### src/core/ait_pkg.sv
package ait_pkg;

   // -----------------------------------------------------------------
   // Clock and serial link timing
   // -----------------------------------------------------------------
   localparam int unsigned MCLK_HZ      = 25_000_000;
   localparam int unsigned SCLK_MAX_HZ  = 20_000_000;

   // -----------------------------------------------------------------
   // Register offsets
   // -----------------------------------------------------------------
   localparam logic [6:0] ADDR_COARSE_UP  = 7'h30;
   localparam logic [6:0] ADDR_COARSE_MID = 7'h31;
   localparam logic [6:0] ADDR_COARSE_LOW = 7'h32;
   localparam logic [6:0] ADDR_FINE_UP    = 7'h33;
   localparam logic [6:0] ADDR_FINE_MID   = 7'h34;
   localparam logic [6:0] ADDR_FINE_LOW   = 7'h35;
   localparam logic [6:0] ADDR_LANE_PICK  = 7'h0f;
   localparam logic [6:0] ADDR_CAL_CTRL   = 7'h10;

   // -----------------------------------------------------------------
   // Field layout, reset values and frame counts
   // -----------------------------------------------------------------
   localparam int          NUM_LANES     = 4;
   localparam int          NUM_TRIM_REGS = 6;
   localparam int          NUM_CODES     = 17;
   localparam int          CAL_GO_BIT    = 0;
   localparam logic [4:0]  HDR_BITS      = 5'h08;
   localparam logic [4:0]  FRAME_BITS    = 5'h18;
   localparam logic [4:0]  CNT_OVER      = 5'h19;
   localparam logic [15:0] TRIM_RESET    = 16'h0000;
   localparam logic [15:0] LOW_REG_MASK  = 16'hff00;
   localparam logic [1:0]  LANE_RESET    = 2'h0;
   localparam logic [2:0]  PIN_IDLE      = 3'h2;
   localparam logic signed [3:0] FINE_STEP   = 4'sh1;
   localparam logic signed [3:0] COARSE_STEP = 4'sh3;

   // -----------------------------------------------------------------
   // Types and helpers
   // -----------------------------------------------------------------
   typedef enum logic [1:0]
   {
      ST_IDLE  = 2'b00,
      ST_SHIFT = 2'b01,
      ST_ARMED = 2'b11
   } ait_state_t;

   function automatic logic is_trim_addr(input logic [6:0] addr);
      return (addr >= ADDR_COARSE_UP) && (addr <= ADDR_FINE_LOW);
   endfunction

   function automatic logic [2:0] trim_index(input logic [6:0] addr);
      logic [6:0] diff;
      diff = addr - ADDR_COARSE_UP;
      return diff[2:0];
   endfunction

   function automatic logic is_low_reg(input logic [2:0] idx);
      return (idx == 3'h2) || (idx == 3'h5);
   endfunction

endpackage

### src/core/ait_trim_decode.sv
module ait_trim_decode
   import ait_pkg::*;
(
   input  wire logic                    i_mclk,
   input  wire logic                    i_reset_n,
   input  wire logic [6*16-1:0]         i_trim,
   output logic      [NUM_CODES*4-1:0]  o_shift
);

   // -----------------------------------------------------------------
   // Code to register and bit position
   // -----------------------------------------------------------------
   function automatic logic [5:0] code_pos(input int code);
      logic [1:0] reg_sel;
      logic [3:0] bit_sel;
      reg_sel = 2'h0;
      bit_sel = 4'h0;
      if (code < 4)
      begin
         reg_sel = 2'h2;
         bit_sel = 4'(8 + 2 * code);
      end
      else if (code < 12)
      begin
         reg_sel = 2'h1;
         bit_sel = 4'(2 * (code - 4));
      end
      else
      begin
         reg_sel = 2'h0;
         bit_sel = 4'(2 * (code - 12));
      end
      return {reg_sel, bit_sel};
   endfunction

   logic [NUM_CODES*4-1:0] shift_d;
   logic [NUM_CODES*4-1:0] shift_q;

   // -----------------------------------------------------------------
   // Net nonlinearity shift per code in steps of 0.15 LSB
   // -----------------------------------------------------------------
   always_comb
   begin
      logic [5:0]        pos;
      logic [15:0]       coarse;
      logic [15:0]       fine;
      logic signed [3:0] sum;
      pos    = 6'h00;
      coarse = 16'h0000;
      fine   = 16'h0000;
      sum    = 4'sh0;
      shift_d = '0;
      for (int c = 0; c < NUM_CODES; c++)
      begin
         pos    = code_pos(c);
         coarse = i_trim[int'(pos[5:4])*16 +: 16];
         fine   = i_trim[(int'(pos[5:4]) + 3)*16 +: 16];
         sum    = 4'sh0;
         if (fine[pos[3:0]])
            sum = sum + FINE_STEP;
         if (fine[pos[3:0] + 4'h1])
            sum = sum - FINE_STEP;
         if (coarse[pos[3:0]])
            sum = sum + COARSE_STEP;
         if (coarse[pos[3:0] + 4'h1])
            sum = sum - COARSE_STEP;
         shift_d[c*4 +: 4] = sum;
      end
   end

   always_ff @(posedge i_mclk or negedge i_reset_n)
   begin
      if (!i_reset_n)
         shift_q <= '0;
      else
         shift_q <= shift_d;
   end

   assign o_shift = shift_q;

   // -----------------------------------------------------------------
   // Checks
   // -----------------------------------------------------------------
   a_fine_raise_128: assert property (@(posedge i_mclk) disable iff (!i_reset_n)
      (i_trim[4*16+8] && !i_trim[4*16+9] && !i_trim[1*16+8] && !i_trim[1*16+9])
      |=> (o_shift[8*4 +: 4] == 4'h1))
      else $error("fine raise at code 128 is not one step");
   a_coarse_raise_0: assert property (@(posedge i_mclk) disable iff (!i_reset_n)
      (i_trim[2*16+8] && !i_trim[2*16+9] && !i_trim[5*16+8] && !i_trim[5*16+9])
      |=> (o_shift[3:0] == 4'h3))
      else $error("coarse raise at code 0 is not three steps");
   a_sum_raise_255: assert property (@(posedge i_mclk) disable iff (!i_reset_n)
      (i_trim[0*16+8] && i_trim[3*16+8] && !i_trim[0*16+9] && !i_trim[3*16+9])
      |=> (o_shift[16*4 +: 4] == 4'h4))
      else $error("combined raise at code 255 is not four steps");
   a_lower_pair_192: assert property (@(posedge i_mclk) disable iff (!i_reset_n)
      (i_trim[0*16+1] && i_trim[3*16+1] && !i_trim[0*16+0] && !i_trim[3*16+0])
      |=> (o_shift[12*4 +: 4] == 4'hc))
      else $error("combined lower at code 192 is not minus four steps");

endmodule

### src/core/ait_trim_regs.sv
// Function
// - Fine bit shifts its code 0.15 LSB.
// - Coarse bit shifts its code 0.45 LSB.
// - Coarse and fine together add to 0.6.
// - Even bit raises, next odd bit lowers.
// - Codes 0-48 in bits 8-15 of 0x32/0x35.
// - Codes 64-176 in bits 0-15 of 0x31/0x34.
// - Codes 192-240 low byte, 255 bits 8-9.
// - Trim accesses reach the selected lane copy.
// - Trim applies after calibration transfer request.
module ait_trim_regs
   import ait_pkg::*;
(
   input  wire logic                              i_mclk,
   input  wire logic                              i_reset_n,
   input  wire logic                              i_sclk,
   input  wire logic                              i_csn,
   input  wire logic                              i_mosi,
   output logic                                   o_miso,
   output logic                                   o_miso_oe,
   output logic [1:0]                             o_lane_pick,
   output logic [NUM_LANES*NUM_CODES*4-1:0]       o_trim_shift
);

   // -----------------------------------------------------------------
   // Pin synchronisers: change accepted when stages two and three agree
   // -----------------------------------------------------------------
   logic [2:0] s1_q;
   logic [2:0] s2_q;
   logic [2:0] s3_q;
   logic [2:0] filt_q;
   logic [2:0] filt_d;

   always_comb
   begin
      filt_d = (s2_q & ~(s2_q ^ s3_q)) | (filt_q & (s2_q ^ s3_q));
   end

   always_ff @(posedge i_mclk or negedge i_reset_n)
   begin
      if (!i_reset_n)
      begin
         s1_q   <= PIN_IDLE;
         s2_q   <= PIN_IDLE;
         s3_q   <= PIN_IDLE;
         filt_q <= PIN_IDLE;
      end
      else
      begin
         s1_q   <= {i_sclk, i_csn, i_mosi};
         s2_q   <= s1_q;
         s3_q   <= s2_q;
         filt_q <= filt_d;
      end
   end

   logic sclk_rise;
   logic sclk_fall;
   logic csn_rise;
   logic csn_fall;
   logic csn_hi;
   logic mosi_bit;

   assign sclk_rise = filt_d[2] & ~filt_q[2];
   assign sclk_fall = ~filt_d[2] & filt_q[2];
   assign csn_rise  = filt_d[1] & ~filt_q[1];
   assign csn_fall  = ~filt_d[1] & filt_q[1];
   assign csn_hi    = filt_d[1];
   assign mosi_bit  = filt_d[0];

   // -----------------------------------------------------------------
   // Register storage
   // -----------------------------------------------------------------
   logic [15:0] trim_q   [NUM_LANES][NUM_TRIM_REGS];
   logic [15:0] trim_d   [NUM_LANES][NUM_TRIM_REGS];
   logic [15:0] active_q [NUM_LANES][NUM_TRIM_REGS];
   logic [15:0] active_d [NUM_LANES][NUM_TRIM_REGS];
   logic [1:0]  lane_q;
   logic [1:0]  lane_d;

   function automatic logic [15:0] reg_read(input logic [6:0] addr, input logic [1:0] lane,
                                            input logic [15:0] regs [NUM_LANES][NUM_TRIM_REGS]);
      logic [15:0] val;
      val = 16'h0000;
      if (is_trim_addr(addr))
         val = regs[lane][trim_index(addr)];
      else if (addr == ADDR_LANE_PICK)
         val = {14'h0000, lane};
      return val;
   endfunction

   // -----------------------------------------------------------------
   // Frame engine
   // -----------------------------------------------------------------
   ait_state_t  state_q;
   ait_state_t  state_d;
   logic [4:0]  cnt_q;
   logic [4:0]  cnt_d;
   logic [23:0] in_q;
   logic [23:0] in_d;
   logic [6:0]  wr_addr_q;
   logic [6:0]  wr_addr_d;
   logic [15:0] wr_data_q;
   logic [15:0] wr_data_d;
   logic [15:0] out_q;
   logic [15:0] out_d;
   logic        miso_q;
   logic        miso_d;
   logic        oe_q;
   logic        oe_d;
   logic        wr_en;
   logic [15:0] rd_val;

   assign rd_val = reg_read(in_q[6:0], lane_q, trim_q);

   always_comb
   begin
      state_d   = state_q;
      cnt_d     = cnt_q;
      in_d      = in_q;
      wr_addr_d = wr_addr_q;
      wr_data_d = wr_data_q;
      out_d     = out_q;
      miso_d    = miso_q;
      oe_d      = ~csn_hi;
      wr_en     = 1'b0;
      case (state_q)
         ST_IDLE, ST_ARMED:
         begin
            if (state_q == ST_ARMED && csn_hi && sclk_fall)
            begin
               wr_en   = 1'b1;
               state_d = ST_IDLE;
            end
            if (csn_fall)
            begin
               state_d = ST_SHIFT;
               cnt_d   = 5'h00;
               miso_d  = 1'b0;
            end
         end
         ST_SHIFT:
         begin
            if (sclk_rise && cnt_q != CNT_OVER)
            begin
               in_d  = {in_q[22:0], mosi_bit};
               cnt_d = cnt_q + 5'h01;
            end
            if (sclk_fall && !in_q[cnt_q - 5'h01] && cnt_q >= HDR_BITS && cnt_q < FRAME_BITS)
            begin
               if (cnt_q == HDR_BITS)
               begin
                  miso_d = rd_val[15];
                  out_d  = {rd_val[14:0], 1'b0};
               end
               else
               begin
                  miso_d = out_q[15];
                  out_d  = {out_q[14:0], 1'b0};
               end
            end
            if (csn_rise)
            begin
               state_d = ST_IDLE;
               if (cnt_q == FRAME_BITS && in_q[23])
               begin
                  state_d   = ST_ARMED;
                  wr_addr_d = in_q[22:16];
                  wr_data_d = in_q[15:0];
               end
            end
         end
         default:
         begin
            state_d = ST_IDLE;
         end
      endcase
   end

   // -----------------------------------------------------------------
   // Register update
   // -----------------------------------------------------------------
   always_comb
   begin
      logic [2:0] idx;
      idx      = trim_index(wr_addr_q);
      trim_d   = trim_q;
      active_d = active_q;
      lane_d   = lane_q;
      if (wr_en)
      begin
         if (is_trim_addr(wr_addr_q))
            trim_d[lane_q][idx] = is_low_reg(idx) ? (wr_data_q & LOW_REG_MASK)
                                                  : wr_data_q;
         else if (wr_addr_q == ADDR_LANE_PICK)
            lane_d = wr_data_q[1:0];
         else if (wr_addr_q == ADDR_CAL_CTRL && wr_data_q[CAL_GO_BIT])
            active_d[lane_q] = trim_q[lane_q];
      end
   end

   always_ff @(posedge i_mclk or negedge i_reset_n)
   begin
      if (!i_reset_n)
      begin
         state_q   <= ST_IDLE;
         cnt_q     <= 5'h00;
         in_q      <= 24'h000000;
         wr_addr_q <= 7'h00;
         wr_data_q <= 16'h0000;
         out_q     <= 16'h0000;
         miso_q    <= 1'b0;
         oe_q      <= 1'b0;
         lane_q    <= LANE_RESET;
         for (int l = 0; l < NUM_LANES; l++)
         begin
            for (int r = 0; r < NUM_TRIM_REGS; r++)
            begin
               trim_q[l][r]   <= TRIM_RESET;
               active_q[l][r] <= TRIM_RESET;
            end
         end
      end
      else
      begin
         state_q   <= state_d;
         cnt_q     <= cnt_d;
         in_q      <= in_d;
         wr_addr_q <= wr_addr_d;
         wr_data_q <= wr_data_d;
         out_q     <= out_d;
         miso_q    <= miso_d;
         oe_q      <= oe_d;
         lane_q    <= lane_d;
         trim_q    <= trim_d;
         active_q  <= active_d;
      end
   end

   assign o_miso      = miso_q;
   assign o_miso_oe   = oe_q;
   assign o_lane_pick = lane_q;

   // -----------------------------------------------------------------
   // Applied trim per lane
   // -----------------------------------------------------------------
   logic [NUM_LANES*96-1:0] trim_flat;
   logic [NUM_LANES*96-1:0] active_flat;

   for (genvar l = 0; l < NUM_LANES; l++)
   begin : g_lane
      for (genvar r = 0; r < NUM_TRIM_REGS; r++)
      begin : g_reg
         assign trim_flat[l*96 + r*16 +: 16]   = trim_q[l][r];
         assign active_flat[l*96 + r*16 +: 16] = active_q[l][r];
      end
      ait_trim_decode u_decode
      (
         .i_mclk    (i_mclk),
         .i_reset_n (i_reset_n),
         .i_trim    (active_flat[l*96 +: 96]),
         .o_shift   (o_trim_shift[l*NUM_CODES*4 +: NUM_CODES*4])
      );
   end

   // -----------------------------------------------------------------
   // Checks
   // -----------------------------------------------------------------
   logic [95:0] sel_trim;
   logic [95:0] sel_active;
   assign sel_trim   = trim_flat[int'(lane_q)*96 +: 96];
   assign sel_active = active_flat[int'(lane_q)*96 +: 96];

   a_write_on_fall: assert property (@(posedge i_mclk) disable iff (!i_reset_n)
      wr_en |-> (sclk_fall && csn_hi && $past(state_q) == ST_ARMED))
      else $error("write committed without closing clock fall");
   a_trim_hold: assert property (@(posedge i_mclk) disable iff (!i_reset_n)
      !(wr_en && is_trim_addr(wr_addr_q)) |=> $stable(trim_flat))
      else $error("trim storage changed without a write");
   a_trim_store: assert property (@(posedge i_mclk) disable iff (!i_reset_n)
      (wr_en && wr_addr_q == ADDR_FINE_MID)
      |=> (sel_trim[4*16 +: 16] == $past(wr_data_q)))
      else $error("trim write missed the selected lane copy");
   a_lane_store: assert property (@(posedge i_mclk) disable iff (!i_reset_n)
      (wr_en && wr_addr_q == ADDR_LANE_PICK) |=> (o_lane_pick == $past(wr_data_q[1:0])))
      else $error("lane pick not stored");
   a_cal_only: assert property (@(posedge i_mclk) disable iff (!i_reset_n)
      !(wr_en && wr_addr_q == ADDR_CAL_CTRL && wr_data_q[CAL_GO_BIT]) |=> $stable(active_flat))
      else $error("applied trim changed without a transfer");
   a_cal_copy: assert property (@(posedge i_mclk) disable iff (!i_reset_n)
      (wr_en && wr_addr_q == ADDR_CAL_CTRL && wr_data_q[CAL_GO_BIT])
      |=> (sel_active == $past(sel_trim)) ##1 $stable(sel_active))
      else $error("transfer did not copy the selected lane");
   a_low_reserved: assert property (@(posedge i_mclk) disable iff (!i_reset_n)
      (sel_trim[2*16 +: 8] == 8'h00) && (sel_trim[5*16 +: 8] == 8'h00))
      else $error("reserved low byte of lower-code register is not zero");
   a_oe_follows: assert property (@(posedge i_mclk) disable iff (!i_reset_n)
      $fell(filt_q[1]) |-> ##[1:2] o_miso_oe)
      else $error("read data driver not enabled in frame");

   c_write_done: cover property (@(posedge i_mclk) disable iff (!i_reset_n) wr_en);
   c_cal_xfer: cover property (@(posedge i_mclk) disable iff (!i_reset_n)
      wr_en && wr_addr_q == ADDR_CAL_CTRL && wr_data_q[CAL_GO_BIT]);
   c_read_frame: cover property (@(posedge i_mclk) disable iff (!i_reset_n)
      state_q == ST_SHIFT && csn_rise && cnt_q == FRAME_BITS && !in_q[23]);

endmodule

### config.mk
export PLATFORM = sky130hd
export DESIGN_NAME = ait_trim_regs
export DESIGN_NICKNAME = d
export VERILOG_FILES = /design/src/core/ait_pkg.sv /design/src/core/ait_trim_decode.sv /design/src/core/ait_trim_regs.sv
export SDC_FILE = /design/constraint.sdc
export NUM_CORES = 2
export LEC_CHECK = 0
export BUFFER_PORTS_ARGS = -buffer_cell sky130_fd_sc_hd__buf_2
export CORE_ASPECT_RATIO = 1.25
export CORE_MARGIN = 3
export CORE_UTILIZATION = 33
export CTS_BUF_LIST = sky130_fd_sc_hd__clkbuf_8
export DETAILED_ROUTE_END_ITERATION = 7
export GPL_TIMING_DRIVEN = 1
export SLEW_MARGIN = 0
export SYNTH_ARGS = -nofsm -noshare
export SYNTH_HDL_FRONTEND = slang
export SYNTH_SLANG_ARGS = --single-unit
### constraint.sdc
create_clock -name i_mclk -period 4.5 [get_ports i_mclk]
set_input_delay 0.225 -clock i_mclk [delete_from_list [all_inputs] [get_ports i_mclk]]
set_output_delay 0.225 -clock i_mclk [all_outputs]
set_load 0.01 [all_outputs]
* Word-level counts from Yosys, hierarchy flattened
Cells that the tools add are included.
** Storage, ports and cells
- Register bits after elaboration :: 1126
- Output and inout bits :: 276
** Cells by class
- Order comparisons :: 12
- Add/sub/neg operators :: 208
- Reduce and logical (&&, ||, !) cells :: 26
- Multiplexer cells :: 306
- Bitwise gates (word level) :: 18
- Equal/unequal tests :: 15
** Operator list (count)
- 4-bit 2-to-1 mux :: 204
- 384-bit bitwise mux :: 2
- 96-bit demux with 2-bit select :: 2
- 96-bit 2-to-1 mux :: 4
- 4-bit by 3-bit adder with 4-bit output, second input constant :: 68
- 4-bit by 2-bit subtractor with 4-bit output, second input constant :: 68
- 4-bit by 3-bit subtractor with 4-bit output, second input constant :: 68
- 96-bit binary-select mux with 2-bit select :: 1
- 16-bit 2-to-1 mux :: 5
- 1-bit 2-to-1 mux :: 74
- 16-bit binary-select mux with 3-bit select :: 1
- 16-bit demux with 3-bit select :: 1
- 7-bit by 4-bit == test with 1-bit output, second input constant :: 2
- 7-bit by 6-bit >= comparator with 1-bit output, second input constant :: 2
- 7-bit by 6-bit <= comparator with 1-bit output, second input constant :: 2
- 1-bit logical AND :: 12
- 3-bit AND reduction :: 4
- 2-bit 2-to-1 mux :: 5
- 5-bit 2-to-1 mux :: 2
- 5-bit one-hot mux with 2 select lines :: 1
- 4-bit >= comparator, second input constant :: 2
- 8-bit 2-to-1 mux :: 1
- 2-bit != test, second input constant :: 4
- 3-bit NOT with 4-bit output :: 2
- other kinds (35) :: 48

* Longest topological paths before layout
- Word-level depth :: 11
- Depth in mapped cells :: 11

* By module
A second synthesis with hierarchy kept.
** Second synthesis, totals
- Cells, all modules :: 3818
- Area total of the unflattened synthesis :: 52069.9 um^2
** By module, submodules not included
- ait_trim_regs :: area each 35509.1 um^2, sequential area each 21350.5 um^2, cells each 2240, instances 1
- ait_trim_decode (g_lane[1].u_decode ...) :: area each 4106.4 um^2, sequential area each 1701.6 um^2, cells each 394, instances 3
- ait_trim_decode (g_lane[0].u_decode) :: area each 4241.6 um^2, sequential area each 1701.6 um^2, cells each 396, instances 1

* Worst setup path after synthesis
OpenSTA, ideal clock, no wires.
- Path kind :: reg-to-reg
- Start :: register cnt_q[0]
- End :: register out_q[10]
- Library setup time :: 125 ps
- Path buffers :: 4
- Arrival :: 3059 ps
- Path slack :: 1317 ps
- Stages on the path, launching flop included :: 12
- Required time :: 4375 ps
- Clock period less this slack :: 3183 ps
- Cells stage by stage :: dfrtp_1 -> buf_2 -> inv_1 -> ha_1 -> clkbuf_1 -> mux4_2 -> mux2_2 -> a32oi_1 -> and2_1 -> buf_2 -> buf_4 -> mux2_2
** Between the ends
- Word-level cells in the longest chain between the ends :: 8
** Ends and longest elaborated chain
- from (decl) :: line ait_trim_regs.sv:97 : logic [4:0] cnt_q;
- from (signal assigned) :: line ait_trim_regs.sv:227 : cnt_q <= cnt_d;
- 5-bit by 1-bit subtractor with 5-bit output :: line ait_trim_regs.sv:149 : if (sclk_fall && !in_q[cnt_q - 5'h01] && cnt_q >= HDR_BITS && cnt_q < FRAME_BITS)
- 1-bit binary-select mux with 5-bit select :: line ait_trim_regs.sv:149
- 1-bit 2-to-1 mux (implied by the code) :: line ait_trim_regs.sv:149
- 1-bit logical NOT :: line ait_trim_regs.sv:149
- 1-bit logical AND (3 in series) :: line ait_trim_regs.sv:149
- 2-bit AND reduction (no line)
- to (signal assigned) :: line ait_trim_regs.sv:231 : out_q <= out_d;
- to (decl) :: line ait_trim_regs.sv:105 : logic [15:0] out_q;
Several ways; a longest one is shown, not always the timed one. The select of a mux whose other input is x is not followed.
A chain may end at the register's enable or synchronous reset.

* Final worst setup path
- Start :: register wr_addr_q[2]
- End :: register active_q, in the netlist active_flat[18]
** Between the ends
- Word-level cells in the longest chain between the ends :: 4
** Ends and longest elaborated chain
- from (decl) :: line ait_trim_regs.sv:101 : logic [6:0] wr_addr_q;
- from (signal assigned) :: line ait_trim_regs.sv:229 : wr_addr_q <= wr_addr_d;
- 7-bit by 6-bit >= comparator with 1-bit output / 7-bit by 6-bit <= comparator with 1-bit output (equally long branches) :: line ait_pkg.sv:49 : return (addr >= ADDR_COARSE_UP) && (addr <= ADDR_FINE_LOW);
- 1-bit logical AND :: line ait_pkg.sv:49
- 1-bit NOT (no line)
- 4-bit AND reduction (no line) (*)
- to (signal assigned) :: line ait_trim_regs.sv:236 : active_q <= active_d;
- to (decl) :: line ait_trim_regs.sv:76 : logic [15:0] active_q [NUM_LANES][NUM_TRIM_REGS];
Every way passes the cells marked *; elsewhere a longest branch is shown, timed or not.

==> run metrics <==
logic gate share of total power 3.9%; Final Hold Fails 0; clock buffer count from CTS 156; io pins 281; Tcrit/Tclk final 76.1%; vias in the first global route 29300; critical path cell sequence nor2_1, nand4b_1, nor4b_1, nand2_1, nor3_4, buf_4, mux2_2; Synth area leaders dfrtp_1 (55%), mux2_2 (13%), mux4_2 (5.8%), ha_1 (4.3%), o21ai_0 (2.9%); CTS HTree Levels 4; WP data arrival 4140 ps; Worst setup SP type flop; crit path max fanout 9; Slew @ Worst Pin 1230 ps; clk_skew approximately 45 ps; length of the first detailed-routing pass in iterations 6; Net Count, Synth 3731; Non-Filler Instances 5819; part of the power in registers 51.0%; worst min-delay path class primary input to flop; area of the multi-input gates 18300 µm²; gr usage total 15.9%; P_int 13.8 mW; register area 25400 µm²; initial DRC count 1638; hold path depth 2; switching share of power 23.5%; NumNets Final between 4000 and 5000; final worst path period need 3430 ps; library cells used by synthesis 58; synth warn 0; async set-or-reset flop fraction in the synthesized netlist 100%; setup_tns 0 ps; worst reg2reg path depth 7; Die W between 300 and 400 µm; commonest cells in the netlist dfrtp_1 (1009), mux2_2 (534), inv_1 (273); Slew Limit Fails 0; grt ovf 0; vias per inst 4.87; Top FF cell, synth dfrtp_1; root buffer cell clkbuf_8; IO buf count 280; Starting Density between 30 and 40%; CP delay by family, top simple AND/OR/NAND/NOR gates; clock group share of total power between 40% and 50%; die height 421 µm; Crit-path slowest cell nor3_4; Syn Area/Cell 12.8 µm²; Die Area 143000 µm²; pwr/cell area 344 nW/µm²; placed cell count 5538; Static Leak 25.9 nW; layout cells sized above 1 31.3%; clock sinks 1013; Worst-path clk slew 60 ps; post-synth top area share a little under three fifths; WL/cell 19.5 µm; core region area around 140000 µm²; TritonCTS clock tree done; Vias between 20000 and 30000; initial antenna violation count 7; Max-slew headroom 17.9%; Synth area leader dfrtp_1; CP Buf/Inv Count 1; CTS Hold Buffers Added 6; Area Growth Syn to Fin 15.1%; total net switching power about 4.2 mW; Synth Instances 3568; Max Cap Viol 0; first-pass GRT wire length 177000 µm; max incr delay on CP 1010 ps; Post-CTS Setup Bufs 0; fmax roughly 290 MHz; DRC errors left 0; Rows 151; Critical Path Sink Type flop; clk buf depth 3; flops & latches, synth around 1000; Stages on worst setup path 7; Syn Std Cell Area 45600 µm²; DP HPWL 76800 µm; CTS-repair resized insts 0; Routed WL 113000 µm; status finished clean; largest net degree at the start of global routing 191; Post-DRT Antenna Nets 0; Filler Cells Inserted 13200; most frequent cell after synthesis dfrtp_1; RSZ-0062 raised after global routing no; gpl congestion between 0.8 and 0.9; Final Setup Violations 0; sequential share of the synthesized area 55.6%; kind of critical path flop to flop; clk_lat worst skew 860 ps; peak supply drop 0.000273 V; Critical Path RT 5210 ps; Post-synth EDFFs 0
==> metal layers <==
| layer | GRT usage, % | share of wire [%] | vias up | wire (µm) |
|---|---|---|---|---|
| met2 | 28.8 | 52 | 508 | 59300 |
| met4 | 5.06 | 2.5 | 0 | 2870 |
| li1 | - | - | 13100 | - |
| met5 | 0 | 0 | - | 0 |
| met1 | 19.3 | 41 | 14600 | 47000 |
| met3 | 2.65 | 3.6 | 169 | 4090 |
==> logic make-up (layout without fill, tap and decap cells) <==
group | Yosys count | after routing | synth area share [%]
buf+inv | 480 | 889 | 4.19
mux | 679 | 679 | 19.6
flops | 1013 | 1013 | 55.6
simple gates | 532 | 532 | 5.43
xor+xnor | 150 | 150 | 2.88
other cells | 0 | 6 | 0
fa+ha+maj | 169 | 169 | 4.58
compound gates | 545 | 545 | 7.66
==> worst reg2reg max path: cells and delay by family (launching register included) <==
family,cells,cell delay (ps)
AND/OR/NAND/NOR,5,2160
multiplexers,1,350
flip-flops,1,440
buffers and inverters,1,340
==> area by class of cell <==
type	count	share of cell area [%]
Antenna cell	6	0.0286
Clock buffer	192	5.04
Clock inverter	77	1.24
Inverter	274	1.96
Multi-Input combinational cell	2075	35.0
Sequential cell	1013	48.4
Tap cell	1836	4.38
Timing Repair Buffer	346	4.02
==> power groups by stage <==
stage	registers (mW)	logic, mW	clock network, mW
floorplan	9.33	0.384	0
global placement	9.35	0.695	0
detailed placement	9.36	0.705	0
CTS	9.19	0.711	8.40
global route	9.19	0.772	8.84
finish	9.19	0.696	8.14
==> placed cells by master, fill, tap and decap left out, drive strengths merged, types with 78 or more instances in the layout <==
master  synthesis  layout
o31ai         118     118
clkbuf        136     192
nand2         179     179
nor2          153     153
mux2          538     538
buf            70     340
xnor2          79      79
o21ai         269     269
ha            158     158
mux4          117     117
dfrtp        1009    1009
nor2b          78      78
inv           274     321
==> registers in the layout (all words and copies together), names as in the netlist, 5 cells and up <==
name                     cells
active_flat                272
cnt_q                        5
g_lane.u_decode.o_shift    272
in_q                        24
out_q                       15
trim_flat                  384
wr_addr_q                    7
wr_data_q                   16
==> worst paths after layout <==
path / start / slack (ps) / end
min in group asynchronous: i_reset_n / 170 / wr_addr_q[5]
max in group asynchronous: i_reset_n / 3040 / trim_flat[317]
min reg2reg: s1_q[2] / 350 / s2_q[2]
max reg2reg: wr_addr_q[2] / 1070 / active_flat[18]
max: wr_addr_q[2] / 1070 / active_flat[18]
min: i_sclk / 80 / s1_q[2]
==> per-stage QoR <==
step / power [mW] / worst slack, ps / util (%) / instance area [µm²] / hold slack [ps]
2_1_floorplan: 9.71 / 1320 / - / 45600 / -70.6
6_report: 18.0 / 1070 / 38.5 / 52500 / 78.6
3_5_place_dp: 10.1 / 1100 / 36.0 / 49100 / 140
3_3_place_gp: 10.1 / 1110 / 36.0 / 49100 / 139
5_1_grt: 18.8 / 867 / 38.4 / 52400 / 31.6
4_1_cts: 18.3 / 1060 / 38.4 / 52400 / 17.7
(Power assumes the default switching activity.)
